===== config.mk =====
export PLATFORM = sky130hd
export DESIGN_NAME = sgm_gpio_mode_ctrl
export DESIGN_NICKNAME = d
export VERILOG_FILES = /design/src/sgm_pkg.sv /design/src/sgm_gpio_mode_ctrl.sv
export VERILOG_INCLUDE_DIRS = /design/src
export SDC_FILE = /design/constraint.sdc
export NUM_CORES = 1
export LEC_CHECK = 0
export BUFFER_PORTS_ARGS = -buffer_cell sky130_fd_sc_hd__clkbuf_2
export CAP_MARGIN = 20
export CORE_UTILIZATION = 35
export DETAILED_ROUTE_END_ITERATION = 16
export PLACE_DENSITY = 0.62
export SYNTH_ARGS = -nofsm -noshare
export SYNTH_HDL_FRONTEND = slang
export SYNTH_SLANG_ARGS = --single-unit

===== constraint.sdc =====
create_clock -name clk_i -period 2.9 [get_ports clk_i]
set_input_delay 0.58 -clock clk_i [delete_from_list [all_inputs] [get_ports clk_i]]
set_output_delay 0.58 -clock clk_i [all_outputs]
set_load 0.02 [all_outputs]

===== src/sgm_defs.svh =====
`ifndef SGM_DEFS_SVH
`define SGM_DEFS_SVH

// ****************************************
// Register map
// ****************************************
`define SGM_ADDR_OUT      8'h40
`define SGM_ADDR_IN       8'h41
`define SGM_ADDR_MODE     8'h70

// ****************************************
// Field layout and reset values
// ****************************************
`define SGM_OUT_DATA0     0
`define SGM_OUT_DATA1     1
`define SGM_OUT_DIR0      4
`define SGM_OUT_DIR1      5
`define SGM_OUT_RST       8'h30
`define SGM_MODE_REF_OUT  0
`define SGM_MODE_REF_IN   1
`define SGM_MODE_FOFF     2
`define SGM_MODE_FON      3
`define SGM_MODE_RDY_MISO 4
`define SGM_MODE_RST      8'h00

// ****************************************
// Timing
// ****************************************
`define SGM_CLK_HZ        100000000
`define SGM_MCLK_HZ       4000000
`define SGM_BOOT_US       800
`define SGM_WAKE_US       450
`define SGM_FS_DIV        16

`endif


===== src/sgm_pkg.sv =====
`default_nettype none
`include "sgm_defs.svh"

package sgm_pkg;

    typedef enum logic [1:0] {
        PWR_BOOT,
        PWR_SLEEP,
        PWR_WAKE,
        PWR_RUN
    } sgm_pwr_t;

    typedef struct packed {
        sgm_pwr_t    pwr;
        logic [16:0] cnt;
        logic [4:0]  mdiv;
        logic [7:0]  fdiv;
        logic        fs_tick;
        logic [15:0] rdy_cnt;
        logic        ready;
        logic [7:0]  out_reg;
        logic [7:0]  mode_reg;
        logic [1:0]  pad_s1;
        logic [1:0]  pad_s2;
        logic        low_s1;
        logic        low_s2;
        logic [7:0]  trim;
        logic [7:0]  rdata;
        logic [1:0]  gpio;
        logic [1:0]  gpio_oe;
        logic        ref_out;
        logic        ref_in;
        logic        pump_en;
        logic        pump_bypass;
        logic        miso_rdy_n;
        logic        miso_rdy_oe;
        logic        osc_run;
        logic        conv_ok;
    } sgm_state_t;

    localparam sgm_state_t SGM_RST_STATE = '{
        pwr:        PWR_BOOT,
        out_reg:    `SGM_OUT_RST,
        mode_reg:   `SGM_MODE_RST,
        gpio_oe:    2'h3,
        pump_bypass: 1'b1,
        miso_rdy_n: 1'b1,
        osc_run:    1'b1,
        default:    '0
    };

endpackage

`default_nettype wire


===== src/sgm_gpio_mode_ctrl.sv =====
`timescale 1ns/10ps
`default_nettype none
`include "sgm_defs.svh"

// How it works
// Direction bit 1 enables output driver, input stays active.
// Direction bit 0 keeps the pin input only, driver released.
// Reset sets both direction bits to 1.
// Input register returns raw synchronised pin levels, no debounce.
// Input buffer keeps sampling while the pin is driven.
// Low data bits drive pins with direction 1; data resets to 0.
// Reference select bits bypass digital function of pin zero or one.
// Force-off disables the pump and ties battery to pump output.
// Force-on keeps the pump enabled, overriding force-off.
// Block clocks are divided down from a 4 MHz master tick.
// After reset run oscillator, load trim, stop it, then sleep.
// Sleep is reached within 800 us of reset.
// SPI traffic wakes the oscillator, startup done within 450 us.
// Host starts no conversion while oscillator startup runs.
// Conversion-ready output goes high when a conversion completes.
// Optional active-low ready on the serial data output pin.
// Ready pulse lasts one sampling clock cycle.
module sgm_gpio_mode_ctrl #(
    parameter int BOOT_CYC = `SGM_BOOT_US * (`SGM_CLK_HZ / 1000000),
    parameter int WAKE_CYC = `SGM_WAKE_US * (`SGM_CLK_HZ / 1000000),
    parameter int FS_DIV   = `SGM_FS_DIV
) (
    input  wire logic       clk_i,          // 100 MHz clock
    input  wire logic       rst_i,          // Async reset, active high
    input  wire logic       ce_i,           // Clock enable, freezes all state
    input  wire logic       reg_wr_i,       // Register write strobe
    input  wire logic       reg_rd_i,       // Register read strobe
    input  wire logic [7:0] reg_addr_i,     // Register address
    input  wire logic [7:0] reg_wdata_i,    // Register write data
    output logic      [7:0] reg_rdata_o,    // Register read data
    input  wire logic       spi_wake_i,     // SPI traffic seen, pulse
    input  wire logic       sleep_req_i,    // Return to sleep, pulse
    input  wire logic [7:0] trim_i,         // Fused trim word
    input  wire logic       conv_done_i,    // Conversion finished, pulse
    input  wire logic       spi_busy_i,     // Serial output in use by SPI
    input  wire logic [1:0] gpio_pad_i,     // Pin levels, asynchronous
    output logic      [1:0] gpio_pad_o,     // Pin output levels
    output logic      [1:0] gpio_pad_oe_o,  // Pin output enables
    output logic            ref_out_en_o,   // Reference out on pin zero
    output logic            ref_in_en_o,    // Reference in on pin one
    input  wire logic       battery_supply_low_i,    // Battery below pump threshold
    output logic            pump_en_o,      // Charge pump running
    output logic            pump_bypass_o,  // Battery tied to pump output
    output logic            osc_run_o,      // Oscillator running
    output logic            conv_ok_o,      // Oscillator stable
    output logic            fs_tick_o,      // Sampling clock tick
    output logic            ready_o,        // Conversion ready, high
    output logic            miso_rdy_n_o,   // Ready on serial out, low
    output logic            miso_rdy_oe_o,  // Serial out enable for ready
    output logic      [7:0] trim_o          // Loaded trim word
);

    // ****************************************
    // Timing constants
    // ****************************************
    localparam int          MCLK_DIV  = `SGM_CLK_HZ / `SGM_MCLK_HZ;
    localparam int          READY_CYC = MCLK_DIV * FS_DIV;
    localparam logic [4:0]  MDIV_LAST = 5'(MCLK_DIV - 1);
    localparam logic [7:0]  FDIV_LAST = 8'(FS_DIV - 1);
    localparam logic [15:0] RDY_LAST  = 16'(READY_CYC - 1);
    localparam logic [16:0] BOOT_LAST = 17'(BOOT_CYC - 1);
    localparam logic [16:0] WAKE_LAST = 17'(WAKE_CYC - 1);

    sgm_pkg::sgm_state_t state_ff;
    sgm_pkg::sgm_state_t nxt_state;

    // ****************************************
    // Next state
    // ****************************************
    always_comb
    begin
        nxt_state = state_ff;
        nxt_state.fs_tick = 1'b0;

        // always sampling
        nxt_state.pad_s1 = gpio_pad_i;
        nxt_state.pad_s2 = state_ff.pad_s1;
        nxt_state.low_s1 = battery_supply_low_i;
        nxt_state.low_s2 = state_ff.low_s1;

        // power sequence
        unique case (state_ff.pwr)
            sgm_pkg::PWR_BOOT:
            begin
                // bounded boot time
                if (state_ff.cnt == BOOT_LAST)
                begin
                    nxt_state.trim = trim_i;
                    nxt_state.cnt  = '0;
                    nxt_state.pwr  = sgm_pkg::PWR_SLEEP;
                end
                else
                begin
                    nxt_state.cnt = state_ff.cnt + 17'h1;
                end
            end
            sgm_pkg::PWR_SLEEP:
            begin
                // wake on traffic
                if (spi_wake_i)
                begin
                    nxt_state.pwr = sgm_pkg::PWR_WAKE;
                end
            end
            sgm_pkg::PWR_WAKE:
            begin
                // bounded startup
                if (state_ff.cnt == WAKE_LAST)
                begin
                    nxt_state.cnt = '0;
                    nxt_state.pwr = sgm_pkg::PWR_RUN;
                end
                else
                begin
                    nxt_state.cnt = state_ff.cnt + 17'h1;
                end
            end
            sgm_pkg::PWR_RUN:
            begin
                if (sleep_req_i)
                begin
                    nxt_state.pwr = sgm_pkg::PWR_SLEEP;
                end
            end
        endcase
        nxt_state.osc_run = nxt_state.pwr != sgm_pkg::PWR_SLEEP;
        // conversions gated
        nxt_state.conv_ok = nxt_state.pwr == sgm_pkg::PWR_RUN;

        // master tick divider
        if (state_ff.conv_ok)
        begin
            if (state_ff.mdiv == MDIV_LAST)
            begin
                nxt_state.mdiv = '0;
                if (state_ff.fdiv == FDIV_LAST)
                begin
                    nxt_state.fdiv    = '0;
                    nxt_state.fs_tick = 1'b1;
                end
                else
                begin
                    nxt_state.fdiv = state_ff.fdiv + 8'h1;
                end
            end
            else
            begin
                nxt_state.mdiv = state_ff.mdiv + 5'h1;
            end
        end
        else
        begin
            nxt_state.mdiv = '0;
            nxt_state.fdiv = '0;
        end

        // ready on completion
        if (conv_done_i && state_ff.conv_ok)
        begin
            nxt_state.ready   = 1'b1;
            nxt_state.rdy_cnt = RDY_LAST;
        end
        // one sampling period
        else if (state_ff.ready)
        begin
            if (state_ff.rdy_cnt == '0)
            begin
                nxt_state.ready = 1'b0;
            end
            else
            begin
                nxt_state.rdy_cnt = state_ff.rdy_cnt - 16'h1;
            end
        end

        // ****************************************
        // Register access
        // ****************************************
        if (reg_wr_i)
        begin
            unique case (reg_addr_i)
                `SGM_ADDR_OUT:  nxt_state.out_reg  = reg_wdata_i;
                `SGM_ADDR_MODE: nxt_state.mode_reg = reg_wdata_i;
                default:        ;
            endcase
        end
        if (reg_rd_i)
        begin
            unique case (reg_addr_i)
                `SGM_ADDR_OUT:  nxt_state.rdata = state_ff.out_reg;
                // raw pin levels
                `SGM_ADDR_IN:   nxt_state.rdata = {6'h0, state_ff.pad_s2};
                `SGM_ADDR_MODE: nxt_state.rdata = state_ff.mode_reg;
                default:        nxt_state.rdata = 8'h00;
            endcase
        end

        // reference bypass
        nxt_state.ref_out = nxt_state.mode_reg[`SGM_MODE_REF_OUT];
        nxt_state.ref_in  = nxt_state.mode_reg[`SGM_MODE_REF_IN];
        // output enable
        // released when clear
        nxt_state.gpio_oe[0] = nxt_state.out_reg[`SGM_OUT_DIR0] && !nxt_state.ref_out;
        nxt_state.gpio_oe[1] = nxt_state.out_reg[`SGM_OUT_DIR1] && !nxt_state.ref_in;
        // data onto pins
        nxt_state.gpio = {nxt_state.out_reg[`SGM_OUT_DATA1], nxt_state.out_reg[`SGM_OUT_DATA0]};

        // force-on wins
        // force-off bypass
        nxt_state.pump_en = nxt_state.mode_reg[`SGM_MODE_FON]
            || (!nxt_state.mode_reg[`SGM_MODE_FOFF] && state_ff.low_s2);
        nxt_state.pump_bypass = !nxt_state.pump_en;

        // active-low ready
        nxt_state.miso_rdy_oe = nxt_state.mode_reg[`SGM_MODE_RDY_MISO] && !spi_busy_i;
        nxt_state.miso_rdy_n  = !nxt_state.ready;
    end

    always_ff @(posedge clk_i or posedge rst_i)
    begin
        // direction reset
        if (rst_i)
        begin
            state_ff <= sgm_pkg::SGM_RST_STATE;
        end
        else if (ce_i)
        begin
            state_ff <= nxt_state;
        end
    end

    // ****************************************
    // Outputs
    // ****************************************
    assign reg_rdata_o   = state_ff.rdata;
    assign gpio_pad_o    = state_ff.gpio;
    assign gpio_pad_oe_o = state_ff.gpio_oe;
    assign ref_out_en_o  = state_ff.ref_out;
    assign ref_in_en_o   = state_ff.ref_in;
    assign pump_en_o     = state_ff.pump_en;
    assign pump_bypass_o = state_ff.pump_bypass;
    assign osc_run_o     = state_ff.osc_run;
    assign conv_ok_o     = state_ff.conv_ok;
    assign fs_tick_o     = state_ff.fs_tick;
    assign ready_o       = state_ff.ready;
    assign miso_rdy_n_o  = state_ff.miso_rdy_n;
    assign miso_rdy_oe_o = state_ff.miso_rdy_oe;
    assign trim_o        = state_ff.trim;

    // ****************************************
    // Checks
    // ****************************************
    // Helper counters that only the checks read.
    int rdy_len;
    int age;
    always_ff @(posedge clk_i or posedge rst_i)
    begin
        if (rst_i)
        begin
            rdy_len <= 0;
            age     <= 0;
        end
        else if (ce_i)
        begin
            // A fresh completion restarts the pulse, so the length count restarts too.
            rdy_len <= (conv_done_i && state_ff.conv_ok) ? 0
                : (state_ff.ready ? rdy_len + 1 : 0);
            age     <= (nxt_state.pwr != state_ff.pwr) ? 0 : age + 1;
        end
    end
endmodule
`default_nettype wire


Yosys cells after proc, flatten, opt, wreduce, memory -nomap -nowiden. Index checks and enable logic that the tools add are counted.

Bits in registers: 100. Bits of input ports: 36. Output and inout bits: 30.

$add $sub $neg: 4. Eq/ne operators: 14. Multiplexer cells: 22. Reduce and logical (&&, ||, !) cells: 23.

Operators with widths (count): two-way mux 17 bit (4); one-hot mux 17 bit (2 select lines) (1); equality test 8 x 7 -> 1 bit, second input constant (3); one-hot mux 8 bit (3 select lines) (1); adder 17 x 1 -> 17 bit, second input constant (1); equality test 17 x 16 -> 1 bit, second input constant (1); equality test 17 bit, second input constant (1); zero test 16 bit (1); two-way mux 16 bit (1); two-way mux 8 bit (2); subtractor 16 x 1 -> 16 bit, second input constant (1); two-way mux 14 bit (1); two-way mux 13 bit (1); AND reduction 3 bit (4); two-way mux 9 bit (1); adder 8 x 1 -> 8 bit, second input constant (1); equality test 8 x 4 -> 1 bit, second input constant (1); two-way mux 2 bit (4); one-hot mux 2 bit (4 select lines) (1); equality test 2 bit, second input constant (3); zero test 1 bit (6); two-way mux 6 bit (1); AND reduction 2 bit (3); adder 5 x 1 -> 5 bit, second input constant (1); 10 further kinds (18).

Logic depth before layout (Yosys ltp).
Depth in word-level cells: 7. Depth in mapped cells: 8. Mapped depth without buffers: 7.

Least setup slack after synthesis. No wires, ideal clock.

Path type: in2reg. Start: in ce_i. End: reg state_ff[66] in the netlist's numbering. Arrival: 1.792 ns. Required time: 2.768 ns. Slack: 0.976 ns. Stages on the path: 6. Cells stage by stage: buf_2 nand4bb_1 or3_1 nor4b_1 xnor2_1 nor2_1.

Word-level cells in the longest chain between the ends: 1.

RTL lines: start, declared (RTL line sgm_gpio_mode_ctrl.sv:30) `input wire logic ce_i,`; AND reduction 3 bit (no source line); end signal, assigned (RTL line sgm_gpio_mode_ctrl.sv:229) `state_ff <= sgm_pkg::SGM_RST_STATE;`; end signal, assigned (RTL line sgm_gpio_mode_ctrl.sv:233) `state_ff <= nxt_state;`; end, declared (RTL line sgm_gpio_mode_ctrl.sv:69) `sgm_pkg::sgm_state_t state_ff;`.

Every way passes these cells. A chain may end at the register's enable or synchronous reset.

Final worst setup path.
Start: reg state_ff[61] in the netlist's numbering. End: reg state_ff[54] in the netlist's numbering.

Word-level cells in the longest chain between the ends: 3.

RTL lines: zero test 16 bit (RTL line sgm_gpio_mode_ctrl.sv:171) `if (state_ff.rdy_cnt == '0)`; inequality test 2 bit (no source line); AND reduction 3 bit (no source line).

Every way passes these cells.

==> run_summary.xml <==
<?xml version="1.0" encoding="UTF-8"?>
<metrics>
  <group name="sta">
    <metric name="finalMaxSlewViolations" unit="">0</metric>
    <metric name="slew_headroom" unit="%">54.8</metric>
    <metric name="period_minus_slack" unit="ps">2290</metric>
    <metric name="hold_violations" unit="">0</metric>
    <metric name="totalNegativeSetupSlack" unit="ps">0</metric>
    <metric name="setup_skew_after_layout" unit="ps">5.58</metric>
    <metric name="setup-violations-final" unit="">0</metric>
    <metric name="period_share" unit="%">78.9</metric>
    <metric name="grt_setup_unrepaired" unit="">false</metric>
    <metric name="tightest_slew" unit="ps">676</metric>
    <metric name="fmaxAchievable" unit="GHz">0.437</metric>
  </group>
  <group name="clocking">
    <metric name="post_cts_hold_buffer_count" unit="">0</metric>
    <metric name="ctsResizeCount" unit="">0</metric>
    <metric name="post-cts-setup-buffers" unit="">0</metric>
    <metric name="htree_num_levels" unit="">3</metric>
    <metric name="clkSinkCount" unit="">96</metric>
    <metric name="clockBufferDepth" unit="">2</metric>
    <metric name="cts.clk_slew.worst_paths" unit="ps">70</metric>
    <metric name="tritoncts_clock_tree" unit="">built</metric>
    <metric name="cts_root_buf" unit="">clkbuf_16</metric>
    <metric name="worst_skew_pair.late_latency" unit="ps">350</metric>
    <metric name="numCtsBuffers" unit="">9</metric>
  </group>
  <group name="setup_path">
    <metric name="critPathRequiredTime" unit="ps">3130</metric>
    <metric name="end_kind" unit="">flop</metric>
    <metric name="cp_cell_sequence" unit="">or4_4 &gt; and4bb_1 &gt; a21boi_1 &gt; a221oi_1 &gt; nor2_1</metric>
    <metric name="setup.worst_path.class" unit="">flop to flop</metric>
    <metric name="startpoint_type" unit="">flop</metric>
    <metric name="path_delay_family" unit="">simple AND/OR/NAND/NOR gates</metric>
    <metric name="slowest_delay" unit="ps">560</metric>
    <metric name="critical_path.slowest_cell" unit="">or4_4</metric>
    <metric name="worst-path-buf-inv" unit="">0</metric>
    <metric name="data_arrival_time_of_the_worst_path" unit="ps">2520</metric>
    <metric name="crit_fanout" unit="">11</metric>
  </group>
  <group name="routing">
    <metric name="detailedRoute.firstPassIterationCount" unit="">4</metric>
    <metric name="route.detailed.vias_per_inst" unit="">5.27</metric>
    <metric name="drc" unit="">0</metric>
    <metric name="drt-initial-drc-count" unit="">193</metric>
    <metric name="drt_wl_total" unit="mm">10.3</metric>
    <metric name="detailroute.via_count" unit="">3612</metric>
    <metric name="ant_nets" unit="">0</metric>
    <metric name="avgRoutedWirePerCell" unit="um">15.0</metric>
  </group>
  <group name="global_route">
    <metric name="first_global_vias" unit="">3676</metric>
    <metric name="grt_start_max_net_pins" unit="">75</metric>
    <metric name="globalRouteOverflowTotal" unit="">0</metric>
    <metric name="globalRouteTotalUtil" unit="%">15.2</metric>
    <metric name="grt_first_pass_wirelength" unit="mm">17.4</metric>
    <metric name="antenna_found_initial" unit="">0</metric>
  </group>
  <group name="yosys">
    <metric name="synth-seq-area-share" unit="%">49.9</metric>
    <metric name="yosysMostFrequentCell" unit="">dfrtp_1</metric>
    <metric name="postSynthRegisterBits" unit="">96</metric>
    <metric name="synthesis.area" unit="mm2">0.00483</metric>
    <metric name="ys_dominant_reg_cell" unit="">dfrtp_1</metric>
    <metric name="postSynthAreaPerCell" unit="um2">10.6</metric>
    <metric name="synth_top_cells_by_area" unit="">dfrtp_1 46%, mux2_2 7.5%, dfstp_2 3.8%</metric>
    <metric name="warnings_synthesis" unit="">0</metric>
    <metric name="synth_edf_count" unit="">0</metric>
    <metric name="synthAdderAreaFrac" unit="%">1.55</metric>
    <metric name="syn_nets" unit="">498</metric>
    <metric name="synthSimpleGateAreaFrac" unit="%">18.9</metric>
    <metric name="synth-compound-area-share" unit="%">11.4</metric>
    <metric name="synth.top_cells.by_count" unit="">89 x dfrtp_1, 44 x nor2_1, 33 x nand2_1</metric>
    <metric name="yosys.cell_types.count" unit="">63</metric>
    <metric name="async_flop_share" unit="%">100</metric>
    <metric name="synth.top_cell.area_share" unit="%">46.1</metric>
    <metric name="yosysTopAreaCell" unit="">dfrtp_1</metric>
    <metric name="synth-xor-area-share" unit="%">4.35</metric>
    <metric name="syn_inst" unit="">456</metric>
    <metric name="main_combinational_cell_family_by_area_after_synthesis" unit="">simple AND/OR/NAND/NOR gates</metric>
    <metric name="proportion_of_synthesized_area_in_mux_cells" unit="%">8.29</metric>
  </group>
  <group name="power">
    <metric name="p_leak" unit="nW">2.54</metric>
    <metric name="cellPowerDensity" unit="mW/mm2">686</metric>
    <metric name="pwr-share-comb" unit="%">19.4</metric>
    <metric name="ir_worst_vdd" unit="V">0.000302</metric>
    <metric name="fin_total_pwr" unit="mW">3.80</metric>
    <metric name="seq_power_share" unit="%">47.7</metric>
    <metric name="switching_share" unit="%">30.6</metric>
    <metric name="switching_power" unit="mW">1.16</metric>
    <metric name="share_clk_of_total_power" unit="%">32.9</metric>
    <metric name="power_report.internal_total" unit="mW">2.64</metric>
  </group>
  <group name="hold_path">
    <metric name="hold_class" unit="">primary input to asynchronous set/reset pin</metric>
  </group>
  <group name="cells_and_area">
    <metric name="layout.core_utilization" unit="%">41.5</metric>
    <metric name="growth_of_design_area_from_synthesis_to_finish" unit="%">14.7</metric>
    <metric name="layout.nets" unit="">546</metric>
    <metric name="layout_filler_cell_count" unit="">1333</metric>
    <metric name="antenna-diode-count" unit="">0</metric>
    <metric name="layout-drive-gt1-share" unit="%">26.5</metric>
  </group>
  <group name="floorplan">
    <metric name="design.die.area" unit="mm2">0.0143</metric>
    <metric name="coreArea" unit="mm2">0.0133</metric>
    <metric name="floorplan.initialDensity" unit="%">36.2</metric>
    <metric name="die-height" unit="um">119</metric>
    <metric name="floorplan.rows" unit="">42</metric>
    <metric name="die_w" unit="um">119</metric>
    <metric name="io-pin-count" unit="">66</metric>
  </group>
  <group name="place">
    <metric name="place.gp.congestion" unit="">0.811</metric>
    <metric name="dpl.hpwl" unit="mm">7.33</metric>
    <metric name="placement.io_buffers" unit="">65</metric>
  </group>
  <group name="job">
    <metric name="maxcap_violations" unit="">0</metric>
  </group>
  <group name="run_status">
    <metric name="run_status" unit="">complete, no violations</metric>
  </group>
</metrics>
-- cells in the final DEF, fill, tap and decap left out, types with 13 or more instances in the layout --
cell type,instances
xnor2_1,14
o21ai_0,21
nor2_1,44
dfrtp_1,89
clkbuf_2,65
nand3_1,19
mux2_2,32
nand2_1,33
nor4_1,13
a22o_1,15
-- per-stage QoR --
step	cell area, um2	instances	hold WS, ps	setup slack [ps]
6_report	5540	685	261	612
5_1_grt	5540	685	288	530
4_1_cts	5540	685	264	605
3_5_place_dp	5220	669	476	611
3_3_place_gp	5220	669	472	687
2_1_floorplan	4830	456	451	976
-- power by group through the flow --
| stage | Sequential [mW] | Combinational [mW] | Clock [mW] |
|---|---|---|---|
| 3_5_place_dp | 1.83 | 0.743 | 0 |
| 4_1_cts | 1.81 | 0.747 | 1.29 |
| 2_1_floorplan | 1.76 | 0.585 | 0 |
| 5_1_grt | 1.85 | 0.836 | 1.33 |
| 6_report | 1.81 | 0.737 | 1.25 |
| 3_3_place_gp | 1.82 | 0.723 | 0 |
-- final cells by class --
type / instances / area, um2 / share of cell area (%)
Clock buffer: 12 / 267 / 4.81
Inverter: 12 / 48.8 / 0.881
Sequential cell: 96 / 2410 / 43.5
Tap cell: 176 / 220 / 3.98
Multi-Input combinational cell: 313 / 2150 / 38.8
Clock inverter: 4 / 51.3 / 0.926
Timing Repair Buffer: 72 / 390 / 7.05
-- layer usage --
metal / track usage, % / share of wire [%] / up-vias
met5: 0 / 0 / -
met4: 5.08 / 1.3 / 0
met3: 3.74 / 4.0 / 11
met2: 25.0 / 47 / 82
met1: 19.5 / 48 / 1781
li1: - / - / 1738
-- worst register-to-register path, stage by stage, from the launching register on --
cell and delay (ps):
dfrtp_1 420, or4_4 560, and4bb_1 550, a21boi_1 270, a221oi_1 300, nor2_1 80
-- worst paths after layout --
kind                                          start                        end  slack (ps)  cells past startpoint
min                                           rst_i  miso_rdy_oe_o$_DFFE_PP0P_         260                      2
max in group asynchronous                     rst_i   miso_rdy_n_o$_DFFE_PP1P_        1860                      3
min reg2reg                miso_rdy_n_o$_DFFE_PP1P_   miso_rdy_n_o$_DFFE_PP1P_         480                      1
max reg2reg                state_ff[61]$_DFFE_PP0P_   state_ff[54]$_DFFE_PP0P_         610                      5
min in group clk_i                       spi_busy_i  miso_rdy_oe_o$_DFFE_PP0P_         420                      2
max                        state_ff[61]$_DFFE_PP0P_   state_ff[54]$_DFFE_PP0P_         610                      5
-- cells by family (layout without fill, tap and decap cells) --
group                      count (synthesis)  after routing
and+or+nand+nor                          168            168
adders and majority gates                  6              6
muxes                                     36             36
AOI/OAI and AO/OA                         79             79
buffers and inverters                     47            100
DFF                                       96             96
xor gates and xnor gates                  24             24
-- sequential cells by signal (all words and copies together) (netlist names) --
name,flops
nxt_state,3
pump_en_o,1
ready_o,1
osc_run_o,1
state_ff,67
miso_rdy_oe_o,1
miso_rdy_n_o,1
reg_rdata_o,8
trim_o,8
conv_ok_o,1
pump_bypass_o,1
fs_tick_o,1
gpio_pad_oe_o,2
(Power assumes the default switching activity.)
